File: src/rtl/cpf_pkg.sv
// Purpose: Constants for the configuration protection fuse bank
// Assumes: Byte-wide registers on a plain strobe port
// Notes:   Reset values are the unprogrammed fuse states
package cpf_pkg;

    // ------------------------------------------------------------
    // Register indices and bus widths
    // ------------------------------------------------------------
    localparam int          ADDR_W          = 4;
    localparam int          DATA_W          = 8;
    localparam logic [3:0]  OFS_DBG_OPT     = 4'h0;
    localparam logic [3:0]  OFS_PROG_PROT   = 4'h1;
    localparam logic [3:0]  OFS_BOOT_PROT   = 4'h2;
    localparam logic [3:0]  OFS_GUARD_STAT  = 4'h3;

    // ------------------------------------------------------------
    // Field positions
    // ------------------------------------------------------------
    localparam int          DBG_DIS_BIT     = 7;
    localparam int          INSTRUCTION_EXTENSION_ENABLE_BIT       = 6;
    localparam int          SSP_BIT         = 2;
    localparam int          STK_BIT         = 0;
    localparam int          EEP_BIT         = 7;
    localparam int          BOOT_BIT        = 6;

    // ------------------------------------------------------------
    // Implemented masks and unprogrammed values
    // ------------------------------------------------------------
    localparam logic [7:0]  DBG_MASK        = 8'hC5;
    localparam logic [7:0]  DBG_RESET       = 8'h85;
    localparam logic [7:0]  PROG_MASK_SMALL = 8'h03;
    localparam logic [7:0]  PROG_MASK_LARGE = 8'h0F;
    localparam logic [7:0]  BOOT_MASK       = 8'hC0;
    localparam logic [7:0]  BOOT_RESET      = 8'hC0;

    typedef enum logic [1:0] {
        CPF_SEL_DBG,
        CPF_SEL_PROG,
        CPF_SEL_BOOT,
        CPF_SEL_NONE
    } cpf_sel_t;

    // Clear-only update: a one may drop to zero, never rise
    function automatic logic [7:0] cpf_clear_only(
        input logic [7:0] cur,
        input logic [7:0] wr,
        input logic [7:0] mask
    );
        cpf_clear_only = cur & (wr | ~mask) & mask;
    endfunction : cpf_clear_only

endpackage : cpf_pkg

File: src/rtl/cpf_bus_if.sv
// Purpose: Decoded write path between top and register slice
// Assumes: Same clock on both sides
// Notes:   One word-select plus data and strobe
`timescale 1ns/100ps
interface cpf_bus_if;
    import cpf_pkg::*;
    logic                wr_en;
    cpf_sel_t            sel;
    logic [DATA_W-1:0]   wdata;
    modport master (output wr_en, output sel, output wdata);
    modport slave  (input  wr_en, input  sel, input  wdata);
endinterface : cpf_bus_if

File: src/rtl/cpf_prot_word.sv
// Purpose: One clear-only protection word
// Assumes: Unprogrammed value is all implemented bits at one
// Notes:   Unimplemented bits are held at zero
`timescale 1ns/100ps
module cpf_prot_word #(
    parameter cpf_pkg::cpf_sel_t MY_SEL = cpf_pkg::CPF_SEL_PROG,
    parameter logic [7:0]        MASK   = 8'h0F
) (
    // Clock and reset
    input  wire logic       clk,
    input  wire logic       rst_n,
    // Write path
    cpf_bus_if.slave        bus,
    // Stored word
    output logic [7:0]      value
);
    import cpf_pkg::*;

    logic [7:0] word_r;
    logic [7:0] word_nxt;
    wire        hit = bus.wr_en && (bus.sel == MY_SEL);

    assign word_nxt = hit ? cpf_clear_only(word_r, bus.wdata, MASK)
                          : word_r;
    assign value    = word_r;

    always_ff @(posedge clk) begin
        if (!rst_n) begin
            word_r <= MASK;
        end else begin
            word_r <= word_nxt;
        end
    end
endmodule : cpf_prot_word

File: src/rtl/cpf_fuse_bank.sv
// Purpose: Configuration and code-protection fuse bank
// Assumes: Programmer writes over plain strobe port
// Notes:   Reset stands for the unprogrammed state
`timescale 1ns/100ps
module cpf_fuse_bank #(
    parameter bit LARGE_MEM = 1'b1
) (
    // Clock and reset
    input  wire logic                         clk,
    input  wire logic                         rst_n,
    // Register port
    input  wire logic [cpf_pkg::ADDR_W-1:0]   addr,
    input  wire logic [cpf_pkg::DATA_W-1:0]   wdata,
    input  wire logic                         wr,
    input  wire logic                         rd,
    output logic      [cpf_pkg::DATA_W-1:0]   rdata,
    // Core option outputs
    output logic                              debugger_enable,
    output logic                              debug_pins_claimed,
    output logic                              instruction_extension_enable,
    output logic                              single_supply_programming_enable,
    output logic                              stack_overflow_reset_enable,
    // Protection outputs, high means protected
    output logic                              block0_read_guard,
    output logic                              block1_read_guard,
    output logic                              block2_read_guard,
    output logic                              block3_read_guard,
    output logic                              eeprom_read_guard,
    output logic                              boot_block_read_guard
);
    import cpf_pkg::*;

    // ------------------------------------------------------------
    // Decode
    // ------------------------------------------------------------
    localparam logic [7:0] PROG_MASK =
        LARGE_MEM ? PROG_MASK_LARGE : PROG_MASK_SMALL;

    cpf_bus_if bus ();

    wire cpf_sel_t sel_w =
        (addr == OFS_DBG_OPT)   ? CPF_SEL_DBG  :
        (addr == OFS_PROG_PROT) ? CPF_SEL_PROG :
        (addr == OFS_BOOT_PROT) ? CPF_SEL_BOOT : CPF_SEL_NONE;

    assign bus.wr_en = wr;
    assign bus.sel   = sel_w;
    assign bus.wdata = wdata;

    // ------------------------------------------------------------
    // Option word, freely programmable
    // ------------------------------------------------------------
    logic [7:0] dbg_r;
    logic [7:0] dbg_nxt;
    logic [7:0] prog_w;
    logic [7:0] boot_w;

    assign dbg_nxt = (wr && sel_w == CPF_SEL_DBG) ? (wdata & DBG_MASK)
                                                  : dbg_r;

    always_ff @(posedge clk) begin
        if (!rst_n) begin
            dbg_r <= DBG_RESET;
        end else begin
            dbg_r <= dbg_nxt;
        end
    end

    // ------------------------------------------------------------
    // Protection words
    // ------------------------------------------------------------
    cpf_prot_word #(.MY_SEL(CPF_SEL_PROG), .MASK(PROG_MASK)) u_prog (
        .clk   (clk),
        .rst_n (rst_n),
        .bus   (bus.slave),
        .value (prog_w)
    );

    cpf_prot_word #(.MY_SEL(CPF_SEL_BOOT), .MASK(BOOT_MASK)) u_boot (
        .clk   (clk),
        .rst_n (rst_n),
        .bus   (bus.slave),
        .value (boot_w)
    );

    // ------------------------------------------------------------
    // Read mux and outputs
    // ------------------------------------------------------------
    wire [7:0] guard_stat = {2'h0, ~boot_w[EEP_BIT], ~boot_w[BOOT_BIT],
                             ~prog_w[3:0] & PROG_MASK[3:0]};
    wire [7:0] rd_mux =
        (addr == OFS_DBG_OPT)    ? dbg_r  :
        (addr == OFS_PROG_PROT)  ? prog_w :
        (addr == OFS_BOOT_PROT)  ? boot_w :
        (addr == OFS_GUARD_STAT) ? guard_stat : 8'h00;

    always_ff @(posedge clk) begin
        if (!rst_n) begin
            rdata                            <= 8'h00;
            debugger_enable                  <= 1'b0;
            debug_pins_claimed               <= 1'b0;
            instruction_extension_enable     <= 1'b0;
            single_supply_programming_enable <= 1'b1;
            stack_overflow_reset_enable      <= 1'b1;
            block0_read_guard                <= 1'b0;
            block1_read_guard                <= 1'b0;
            block2_read_guard                <= 1'b0;
            block3_read_guard                <= 1'b0;
            eeprom_read_guard                <= 1'b0;
            boot_block_read_guard            <= 1'b0;
        end else begin
            rdata <= rd ? rd_mux : 8'h00;
            debugger_enable    <= ~dbg_nxt[DBG_DIS_BIT];
            debug_pins_claimed <= ~dbg_nxt[DBG_DIS_BIT];
            instruction_extension_enable <= dbg_nxt[INSTRUCTION_EXTENSION_ENABLE_BIT];
            single_supply_programming_enable <= dbg_nxt[SSP_BIT];
            stack_overflow_reset_enable      <= dbg_nxt[STK_BIT];
            block0_read_guard     <= ~prog_w[0];
            block1_read_guard     <= ~prog_w[1];
            block2_read_guard     <= LARGE_MEM & ~prog_w[2];
            block3_read_guard     <= LARGE_MEM & ~prog_w[3];
            eeprom_read_guard     <= ~boot_w[EEP_BIT];
            boot_block_read_guard <= ~boot_w[BOOT_BIT];
        end
    end
endmodule : cpf_fuse_bank

File: config.mk
export PLATFORM = sky130hd
export DESIGN_NAME = cpf_fuse_bank
export DESIGN_NICKNAME = d
export VERILOG_FILES = /design/src/rtl/cpf_pkg.sv /design/src/rtl/cpf_bus_if.sv /design/src/rtl/cpf_prot_word.sv /design/src/rtl/cpf_fuse_bank.sv
export SDC_FILE = /design/constraint.sdc
export NUM_CORES = 1
export LEC_CHECK = 0
export ABC_AREA = 1
export BUFFER_PORTS_ARGS = -buffer_cell sky130_fd_sc_hd__buf_2
export CORE_MARGIN = 5
export CORE_UTILIZATION = 47
export DETAILED_ROUTE_END_ITERATION = 6
export PLACE_DENSITY_LB_ADDON = 0.3
export SETUP_SLACK_MARGIN = 0.15
export SYNTH_ARGS = -nofsm -noshare
export SYNTH_HDL_FRONTEND = slang
export SYNTH_SLANG_ARGS = --single-unit
File: constraint.sdc
create_clock -name clk -period 1 [get_ports clk]
set_input_delay 0.2 -clock clk [delete_from_list [all_inputs] [get_ports clk]]
set_output_delay 0.2 -clock clk [all_outputs]
set_load 0.1 [all_outputs]
==> impl_metrics.ini, run 1 <==
[status]
outcome = finished, violations left
failed_checks = negative setup slack

[die]
chipWidth_um = 55.6
design.core.area_mm2 = 0.00198
die_height_um = 55.6
core.rowCount = 16
die_area_mm2 = 0.00309
ioPinCount = 35
initial_utilization = 0.494

[place]
finalWeightedCongestion = 0.858
dpl.hpwl_mm = 1.91
port_buffer_cells = 32
dpl.cell_count = 186

[worst_setup_path]
ff2ff_setup_slack_ns = 0.22
r2r_cells = 4
path_max_fanout = 2
worst_r2r_endpoint = rdata[2]
critical-path-max-stage-delay_ns = 0.39
crit_chain = buf_12
timing.critical_path.from_type = register
critical_path.reg2reg.startpoint = u_prog.value[2]
critPathBufInv = 1
arrival_ns = 0.88
critical_path_type = reg2out
cpMaxStageDelayCell = sky130_fd_sc_hd__dfxtp_4
cp.required_ns = 0.80
crit_family = flip-flops
cp-end-kind = output pin

[routing]
drt-total-wl_mm = 2.70
routed_via_density = 5.13
routed.top_layer = met4
m1WireLength_um = 996
met2_wirelength_mm = 1.41
antenna_left = 0
vias = 991
detail_route.iter0.violations = 38
detailedRoute.firstPassIterationCount = 4
met3RoutedLength_um = 242
routedWlPerCell_um = 14.0
drc = 0

[synthesis]
synthesized_netlist_net_count = 137
synth_sequential_area_ratio = 0.512
ys_warn_count = 0
mappedNetlistArea_um2 = 978
syn_inst = 121
syn_area_per_cell_um2 = 8.09
netlist-cell-type-count = 18
synth_register_bits = 25

[clock_tree]
clkTransAtPathRegs_ns = 0.13
cts_root_buffer = sky130_fd_sc_hd__clkbuf_4
clkLatencyLatePin_ns = 0.33
cts_made_buffers = 3
tritoncts_clock_tree = done
holdBufCountCts = 0
cts_max_path_buffers = 2
htree_num_levels = 1
clock_sink_count = 25

[grt]
grt_antenna_before_repair = 0
grt-ovfl-total = 0
grt_util_all_layers = 0.184
first_pass_grt_wire_length_mm = 4.53
grt_start_max_net_pins = 16
via_count_of_the_first_global_routing_pass = 1010

[timing]
drv_slew = 0
finalWorstSetupSlack_ns = -0.0833
fin_worst_skew_ns = 0.0120
finalSetupViolCount = 19
fin_crit_ns = 1.08
timing.fmax_ghz = 0.923
final_hold_viol_count = 0
actual_slew_at_the_worst_max_slew_pin_ns = 0.228
worst_hold_slack_ns = 0.134
grt_setup_unrepaired = yes
relSlewSlack = 0.848
min_period_over_period = 1.08

[min_path]
hold-path-endpoint = dbg_r[7]
hold_path_class = in2reg
hold_path_startpoint = rst_n
holdPathStages = 2

[cells_and_area]
final_common_cell = sky130_fd_sc_hd__nand2_1
layout_common_cells = 23 x sky130_fd_sc_hd__nand2_1, 22 x sky130_fd_sc_hd__nor2_1, 19 x sky130_fd_sc_hd__buf_12
fin_util = 0.799
layout-drive-gt1-share = 0.476
count_of_antenna_diodes_in_the_layout = 0
design.final.nets = 183
post_layout_nonfiller_instances = 193
synthToLayoutAreaGrowth_pct = 61.8

[flow_run]
drv.max_cap_violation_count = 0

[pwr]
vdd_drop_max_mv = 0.739
power.density_cell_area_mw_per_mm2 = 1120
leakage_uw = 0.000723
## layer usage
metal	up-vias	GRT usage
met2	52	0.318
met1	456	0.201
met4	0	0.0903
met3	8	0.0580
li1	475	-
met5	-	0
## report_power, final
part           internal [uW]  leakage (uW)  switching (uW)  total, uW
Combinational            112      0.000494             181        294
Sequential              1000      0.000210            11.9       1010
Clock                    156     0.0000183             310        465
Total                   1270      0.000723             503       1770
## synthesized netlist by cell type (all sizes together)
cell    instances  area (um^2)
a21oi           3         15.0
buf             4         37.5
dfxtp          25          500
inv            12         45.0
nand2          24         90.1
nand3          12         70.1
nand3b          2         15.0
nand4           6         37.5
nor2           26          126
nor3            2         10.0
or2             5         31.3
## timing repair
item / CTS / global route
endpoints found under the setup margin: 19 / 20
buffers inserted: 3 / 0
resized for setup: 0 / 1
## layout make-up
type,count,area (um^2)
sequential,25,534
clock buffer,3,22.5
clock inverter,1,6.26
multi-input combinational,80,398
fill,106,399
tap,27,33.8
inverter,12,45.0
timing repair buffer,45,543
## stage by stage
stage                     instance area [um^2]  TNS [ns]  worst slack [ns]  power [uW]
after global routing                      1580     -1.89            -0.118        1850
after CTS                                 1580     -1.39           -0.0924        1770
after detailed placement                  1530    -0.242           -0.0544        1320
after global placement                    1530   -0.0112           -0.0112        1310
after floorplan                           1020   -0.0616           -0.0616        1190
final                                     1580     -1.19           -0.0833        1770
## worst max path at each step
stage	depth (start not counted)	slack [ns]	to	from
after global routing	1	-0.12	debug_pins_claimed	debug_pins_claimed
after global placement	7	-0.01	rdata[0]	addr[3]
after CTS	1	-0.09	debugger_enable	debug_pins_claimed
final	1	-0.08	debugger_enable	debug_pins_claimed
after floorplan	1	-0.06	debugger_enable	debug_pins_claimed
after detailed placement	6	-0.05	u_prog.value[1]	addr[0]
## flip-flops by register name (all words and copies together), names as in the netlist
register	flops
block0_read_guard	1
block1_read_guard	1
block2_read_guard	1
block3_read_guard	1
boot_block_read_guard	1
dbg_r	4
debug_pins_claimed	1
eeprom_read_guard	1
rdata	8
u_boot.value	2
u_prog.value	4
## cells by family after synthesis
group                  after synthesis  synth area share
buffers and inverters               16            0.0844
and+or+nand+nor                     77             0.389
DFF                                 25             0.512
AOI/OAI and AO/OA                    3            0.0153
Power figures use the tool's default switching activity.
==> inputs of run 2 (changes only) <==
--- a/config.mk
+++ b/config.mk
@@ -8,7 +8,7 @@
 export ABC_AREA = 1
 export BUFFER_PORTS_ARGS = -buffer_cell sky130_fd_sc_hd__buf_2
 export CORE_MARGIN = 5
-export CORE_UTILIZATION = 47
+export CORE_UTILIZATION = 40
 export DETAILED_ROUTE_END_ITERATION = 6
 export PLACE_DENSITY_LB_ADDON = 0.3
 export SETUP_SLACK_MARGIN = 0.15
==> run 2 against run 1 <==
- the flow still finishes with violations (negative setup slack)
- sequential power barely moved
- routed wire length is 20% lower
- cell count grew 1.6%
- clock power fell by 6.2%
- combinational power decreased by 4%
- clock skew down 0.0040 ns
- final area about the same
- setup slack gained 0.0087 ns
- worst hold slack better by 0.011 ns
- critical endpoint unchanged
==> impl_metrics.ini, run 2 (synthesis results as in run 1) <==
[clock_tree]
clkLatencyLatePin_ns = 0.31
tritoncts_clock_tree = done
htree_num_levels = 1
cts_max_path_buffers = 2
holdBufCountCts = 0
clock_sink_count = 25
cts_root_buffer = sky130_fd_sc_hd__clkbuf_4
clkTransAtPathRegs_ns = 0.12
post_cts_resized = 0
cts_made_buffers = 3

[die]
initial_utilization = 0.406
ioPinCount = 35
chipWidth_um = 59.5
design.core.area_mm2 = 0.00241
die_height_um = 59.5
die_area_mm2 = 0.00354
core.rowCount = 18

[worst_setup_path]
crit_family = flip-flops
critical-path-max-stage-delay_ns = 0.40
critical_path_type = reg2out
arrival_ns = 0.87
cp.required_ns = 0.80
critPathBufInv = 1
cpMaxStageDelayCell = sky130_fd_sc_hd__dfxtp_4
cp-end-kind = output pin
path_max_fanout = 2
timing.critical_path.from_type = register
crit_chain = buf_12

[timing]
finalSetupViolCount = 19
min_period_over_period = 1.07
finalWorstSetupSlack_ns = -0.0746
drv_slew = 0
fin_crit_ns = 1.07
timing.fmax_ghz = 0.931
fin_worst_skew_ns = 0.00798
totalNegativeSetupSlack_ns = -0.889
actual_slew_at_the_worst_max_slew_pin_ns = 0.201
relSlewSlack = 0.866
grt_setup_unrepaired = yes
final_hold_viol_count = 0

[routing]
antenna_left = 0
vias = 904
routedWlPerCell_um = 11.1
detail_route.iter0.violations = 23
detailedRoute.firstPassIterationCount = 4
routed_via_density = 4.61
drc = 0
drt-total-wl_mm = 2.17

[pwr]
combPwrFrac = 0.163
netSwitchingFraction = 0.271
cellInternalPower_uw = 1260
leakage_uw = 0.000722
vdd_drop_max_mv = 1.04
power_frac_clock = 0.252
power.density_cell_area_mw_per_mm2 = 1090
p_sw_uw = 469
share_seq_of_total_power = 0.585

[place]
dpl.hpwl_mm = 1.84
finalWeightedCongestion = 0.873
port_buffer_cells = 32
placement.setup.worst_slack_ns = -0.0219
detailed_place.area_mm2 = 0.00153

[status]
outcome = finished, violations left
failed_checks = negative setup slack

[cells_and_area]
final_cell_area_mm2 = 0.00158
final_common_cell = sky130_fd_sc_hd__nand2_1
registers.top_by_ff_count = rdata
layout-drive-gt1-share = 0.470
largest_register_ff_count = 8
fin_util = 0.657
design.final.nets = 183
synthToLayoutAreaGrowth_pct = 61.9
layout_common_cells = 23 x sky130_fd_sc_hd__nand2_1, 22 x sky130_fd_sc_hd__nor2_1, 19 x sky130_fd_sc_hd__buf_12
layout.filler_cells = 207
count_of_antenna_diodes_in_the_layout = 0

[flow_run]
drv.max_cap_violation_count = 0

[grt]
grt_start_max_net_pins = 15
first_pass_grt_wire_length_mm = 3.77
grt-ovfl-total = 0
via_count_of_the_first_global_routing_pass = 873
grt_antenna_before_repair = 0
grt_util_all_layers = 0.139

[min_path]
hold_path_class = in2reg
[run 2: cell types whose count changed in the layout (fill, tap and decap cells not counted)]
cell                       previous run  this run
sky130_fd_sc_hd__clkinv_2             0         1
sky130_fd_sc_hd__dfxtp_1              6         7
sky130_fd_sc_hd__dfxtp_2             15        14
sky130_fd_sc_hd__inv_4                1         0
[run 2: path summary, 6_finish.rpt]
check | cells past startpoint | endpoint | slack (ns) | startpoint
worst min register to register | 1 | rdata[4] | 0.46 | u_boot.value[6]
worst min-delay path | 2 | dbg_r[7] | 0.14 | rst_n
worst max-delay path | 1 | debugger_enable | -0.07 | debug_pins_claimed
worst max register to register | 5 | dbg_r[6] | 0.24 | dbg_r[6]
[run 2: final cells by class]
| cell class | instances | area [um^2] | area share |
|---|---|---|---|
| flip-flops and latches | 25 | 533 | 0.336 |
| inverters | 12 | 45.0 | 0.0284 |
| clock inverters | 1 | 5.00 | 0.00316 |
| repair buffers | 45 | 543 | 0.343 |
| clock buffers | 3 | 22.5 | 0.0142 |
| well taps | 30 | 37.5 | 0.0237 |
| multi-input cells | 80 | 398 | 0.251 |
[run 2: what timing repair did]
item,CTS,global route
cloned,0,0
setup endpoints to repair,19,19
setup buffers,3,0
[run 2: per-layer routing]
layer | vias to the layer above | GRT usage | routed length [um]
met2 | 17 | 0.222 | 1050
met3 | 4 | 0.0218 | 87
met5 | - | 0 | 0
li1 | 473 | - | -
met4 | 0 | 0.0647 | 33
met1 | 410 | 0.182 | 1010
[run 2: per-stage QoR]
stage	cells	power (uW)	hold WS [ns]
detailed placement	189	1310	0.447
global placement	189	1310	0.428
floorplan	121	1190	0.356
global route	196	1800	0.143
finish	196	1730	0.145
CTS	196	1740	0.139
[run 2: power groups by stage]
stage | Sequential, uW | Combinational [uW] | Clock, uW
after CTS | 1010 | 284 | 438
final | 1010 | 283 | 436
after detailed placement | 1040 | 278 | 0
after global routing | 1020 | 305 | 482
after floorplan | 1100 | 98.1 | 0
after global placement | 1040 | 275 | 0
==> inputs of run 3 (changes only) <==
--- a/config.mk
+++ b/config.mk
@@ -10,6 +10,7 @@
 export CORE_MARGIN = 5
 export CORE_UTILIZATION = 40
 export DETAILED_ROUTE_END_ITERATION = 6
+export MAX_ROUTING_LAYER = met4
 export PLACE_DENSITY_LB_ADDON = 0.3
 export SETUP_SLACK_MARGIN = 0.15
 export SYNTH_ARGS = -nofsm -noshare
==> run 3 against run 2 <==
- the flow still finishes with violations (negative setup slack)
- setup slack got worse by 0.011 ns
- utilization rose by 0.93 points
- power grew 0.36%
- via count increased by 1.8%
- combinational power grew 4%
- sequential share of layout area decreased by 0.47 points
- global-route usage grew 0.75 points
- fmax down 0.98%
- clock power is 0.9% lower
- cell count increased by 1.5%
==> impl_metrics.ini, run 3 (synthesis results as in run 1) <==
[status]
outcome = finished, violations left
failed_checks = negative setup slack

[routing]
drc = 0
routed_via_density = 4.62
detail_route.iter0.violations = 15
vias = 920
routedWlPerCell_um = 11.4
detailedRoute.firstPassIterationCount = 4
drt-total-wl_mm = 2.27
antenna_left = 0

[cells_and_area]
final-seq-area_um2 = 533
largest_register_ff_count = 8
layout_common_cells = 23 x sky130_fd_sc_hd__nand2_1, 22 x sky130_fd_sc_hd__nor2_1, 19 x sky130_fd_sc_hd__buf_12
post_layout_nonfiller_instances = 199
final_common_cell = sky130_fd_sc_hd__nand2_1
design.final.nets = 186
count_of_antenna_diodes_in_the_layout = 0
layout-drive-gt1-share = 0.479
registers.top_by_ff_count = rdata
final_cell_area_mm2 = 0.00161
layout.filler_cells = 194
multi_input_area_um2 = 398
synthToLayoutAreaGrowth_pct = 64.2

[clock_tree]
tritoncts_clock_tree = done
htree_num_levels = 1
holdBufCountCts = 0
clkTransAtPathRegs_ns = 0.13
cts_max_path_buffers = 2
clock_sink_count = 25
clkLatencyLatePin_ns = 0.31
cts_root_buffer = sky130_fd_sc_hd__clkbuf_4
cts_made_buffers = 3

[worst_setup_path]
arrival_ns = 0.89
critical-path-max-stage-delay_ns = 0.40
timing.critical_path.from_type = register
critical_path.reg2reg.startpoint = dbg_r[6]
path_max_fanout = 2
crit_family = flip-flops
critPathBufInv = 1
cpMaxStageDelayCell = sky130_fd_sc_hd__dfxtp_4
crit_chain = buf_12
cp_startpoint = debug_pins_claimed
cp.required_ns = 0.80
critical_path_type = reg2out
cp-end-kind = output pin

[die]
die_area_mm2 = 0.00354
ioPinCount = 35
initial_utilization = 0.406
chipWidth_um = 59.5
core.rowCount = 18
design.core.area_mm2 = 0.00241
die_height_um = 59.5

[timing]
final_hold_viol_count = 0
fin_crit_ns = 1.09
totalNegativeSetupSlack_ns = -0.921
timing.fmax_ghz = 0.921
grt_setup_unrepaired = yes
fin_worst_skew_ns = 0.00156
drv_slew = 0
actual_slew_at_the_worst_max_slew_pin_ns = 0.191
worst_hold_slack_ns = 0.133
finalSetupViolCount = 19
relSlewSlack = 0.873
min_period_over_period = 1.09
finalWorstSetupSlack_ns = -0.0853

[pwr]
total_power_uw = 1740
leakage_uw = 0.000737
vdd_drop_max_mv = 0.990
power.density_cell_area_mw_per_mm2 = 1080

[grt]
grt_antenna_before_repair = 0
via_count_of_the_first_global_routing_pass = 874
grt_util_all_layers = 0.146
grt_start_max_net_pins = 15
grt-ovfl-total = 0
first_pass_grt_wire_length_mm = 3.71

[flow_run]
drv.max_cap_violation_count = 0

[min_path]
hold_path_class = in2reg
hold_path_startpoint = rst_n

[place]
port_buffer_cells = 32
dpl.cell_count = 192
finalWeightedCongestion = 0.874
detailed_place.area_mm2 = 0.00156
dpl.hpwl_mm = 1.87
## run 3: cell count changes in the layout (fill, tap and decap cells not counted), sizes merged
cell  previous run  this run
buf             45        48
## run 3: routing by layer
metal  GRT usage  up-vias  routed length (um)
met5           -        -                   0
met4      0.0680        0                  16
met3      0.0196        2                 139
met2       0.250       30                1180
met1       0.168      412                 937
li1            -      476                   -
## run 3: path summary, 6_finish.rpt
path | to | slack, ns | cells past startpoint
min | dbg_r[7] | 0.13 | 2
max | debugger_enable | -0.09 | 1
max reg2reg | dbg_r[6] | 0.25 | 5
min reg2reg | block3_read_guard | 0.45 | 1
## run 3: repair_timing
action	4_1_cts	5_1_grt
setup buffers	3	0
setup endpoints to repair	19	19
resized for setup	0	0
## run 3: stage by stage
stage                     setup WS [ns]  utilization
after CTS                       -0.0935        0.667
after floorplan                 -0.0616            -
after global placement         -0.00845        0.646
after detailed placement        -0.0109        0.646
after global routing             -0.125        0.667
final                           -0.0853        0.667
## run 3: power breakdown
group / switching (uW) / internal (uW) / leakage [uW] / total (uW)
logic: 174 / 119 / 0.000509 / 293
registers: 12.0 / 1000 / 0.000211 / 1010
clock network: 282 / 149 / 0.0000177 / 432
## run 3: layout make-up
type,instances,area share
Timing Repair Buffer,48,0.352
Sequential cell,25,0.332
Inverter,12,0.0280
Tap cell,30,0.0234
Clock inverter,1,0.00312
Multi-Input combinational cell,80,0.248
Clock buffer,3,0.0140
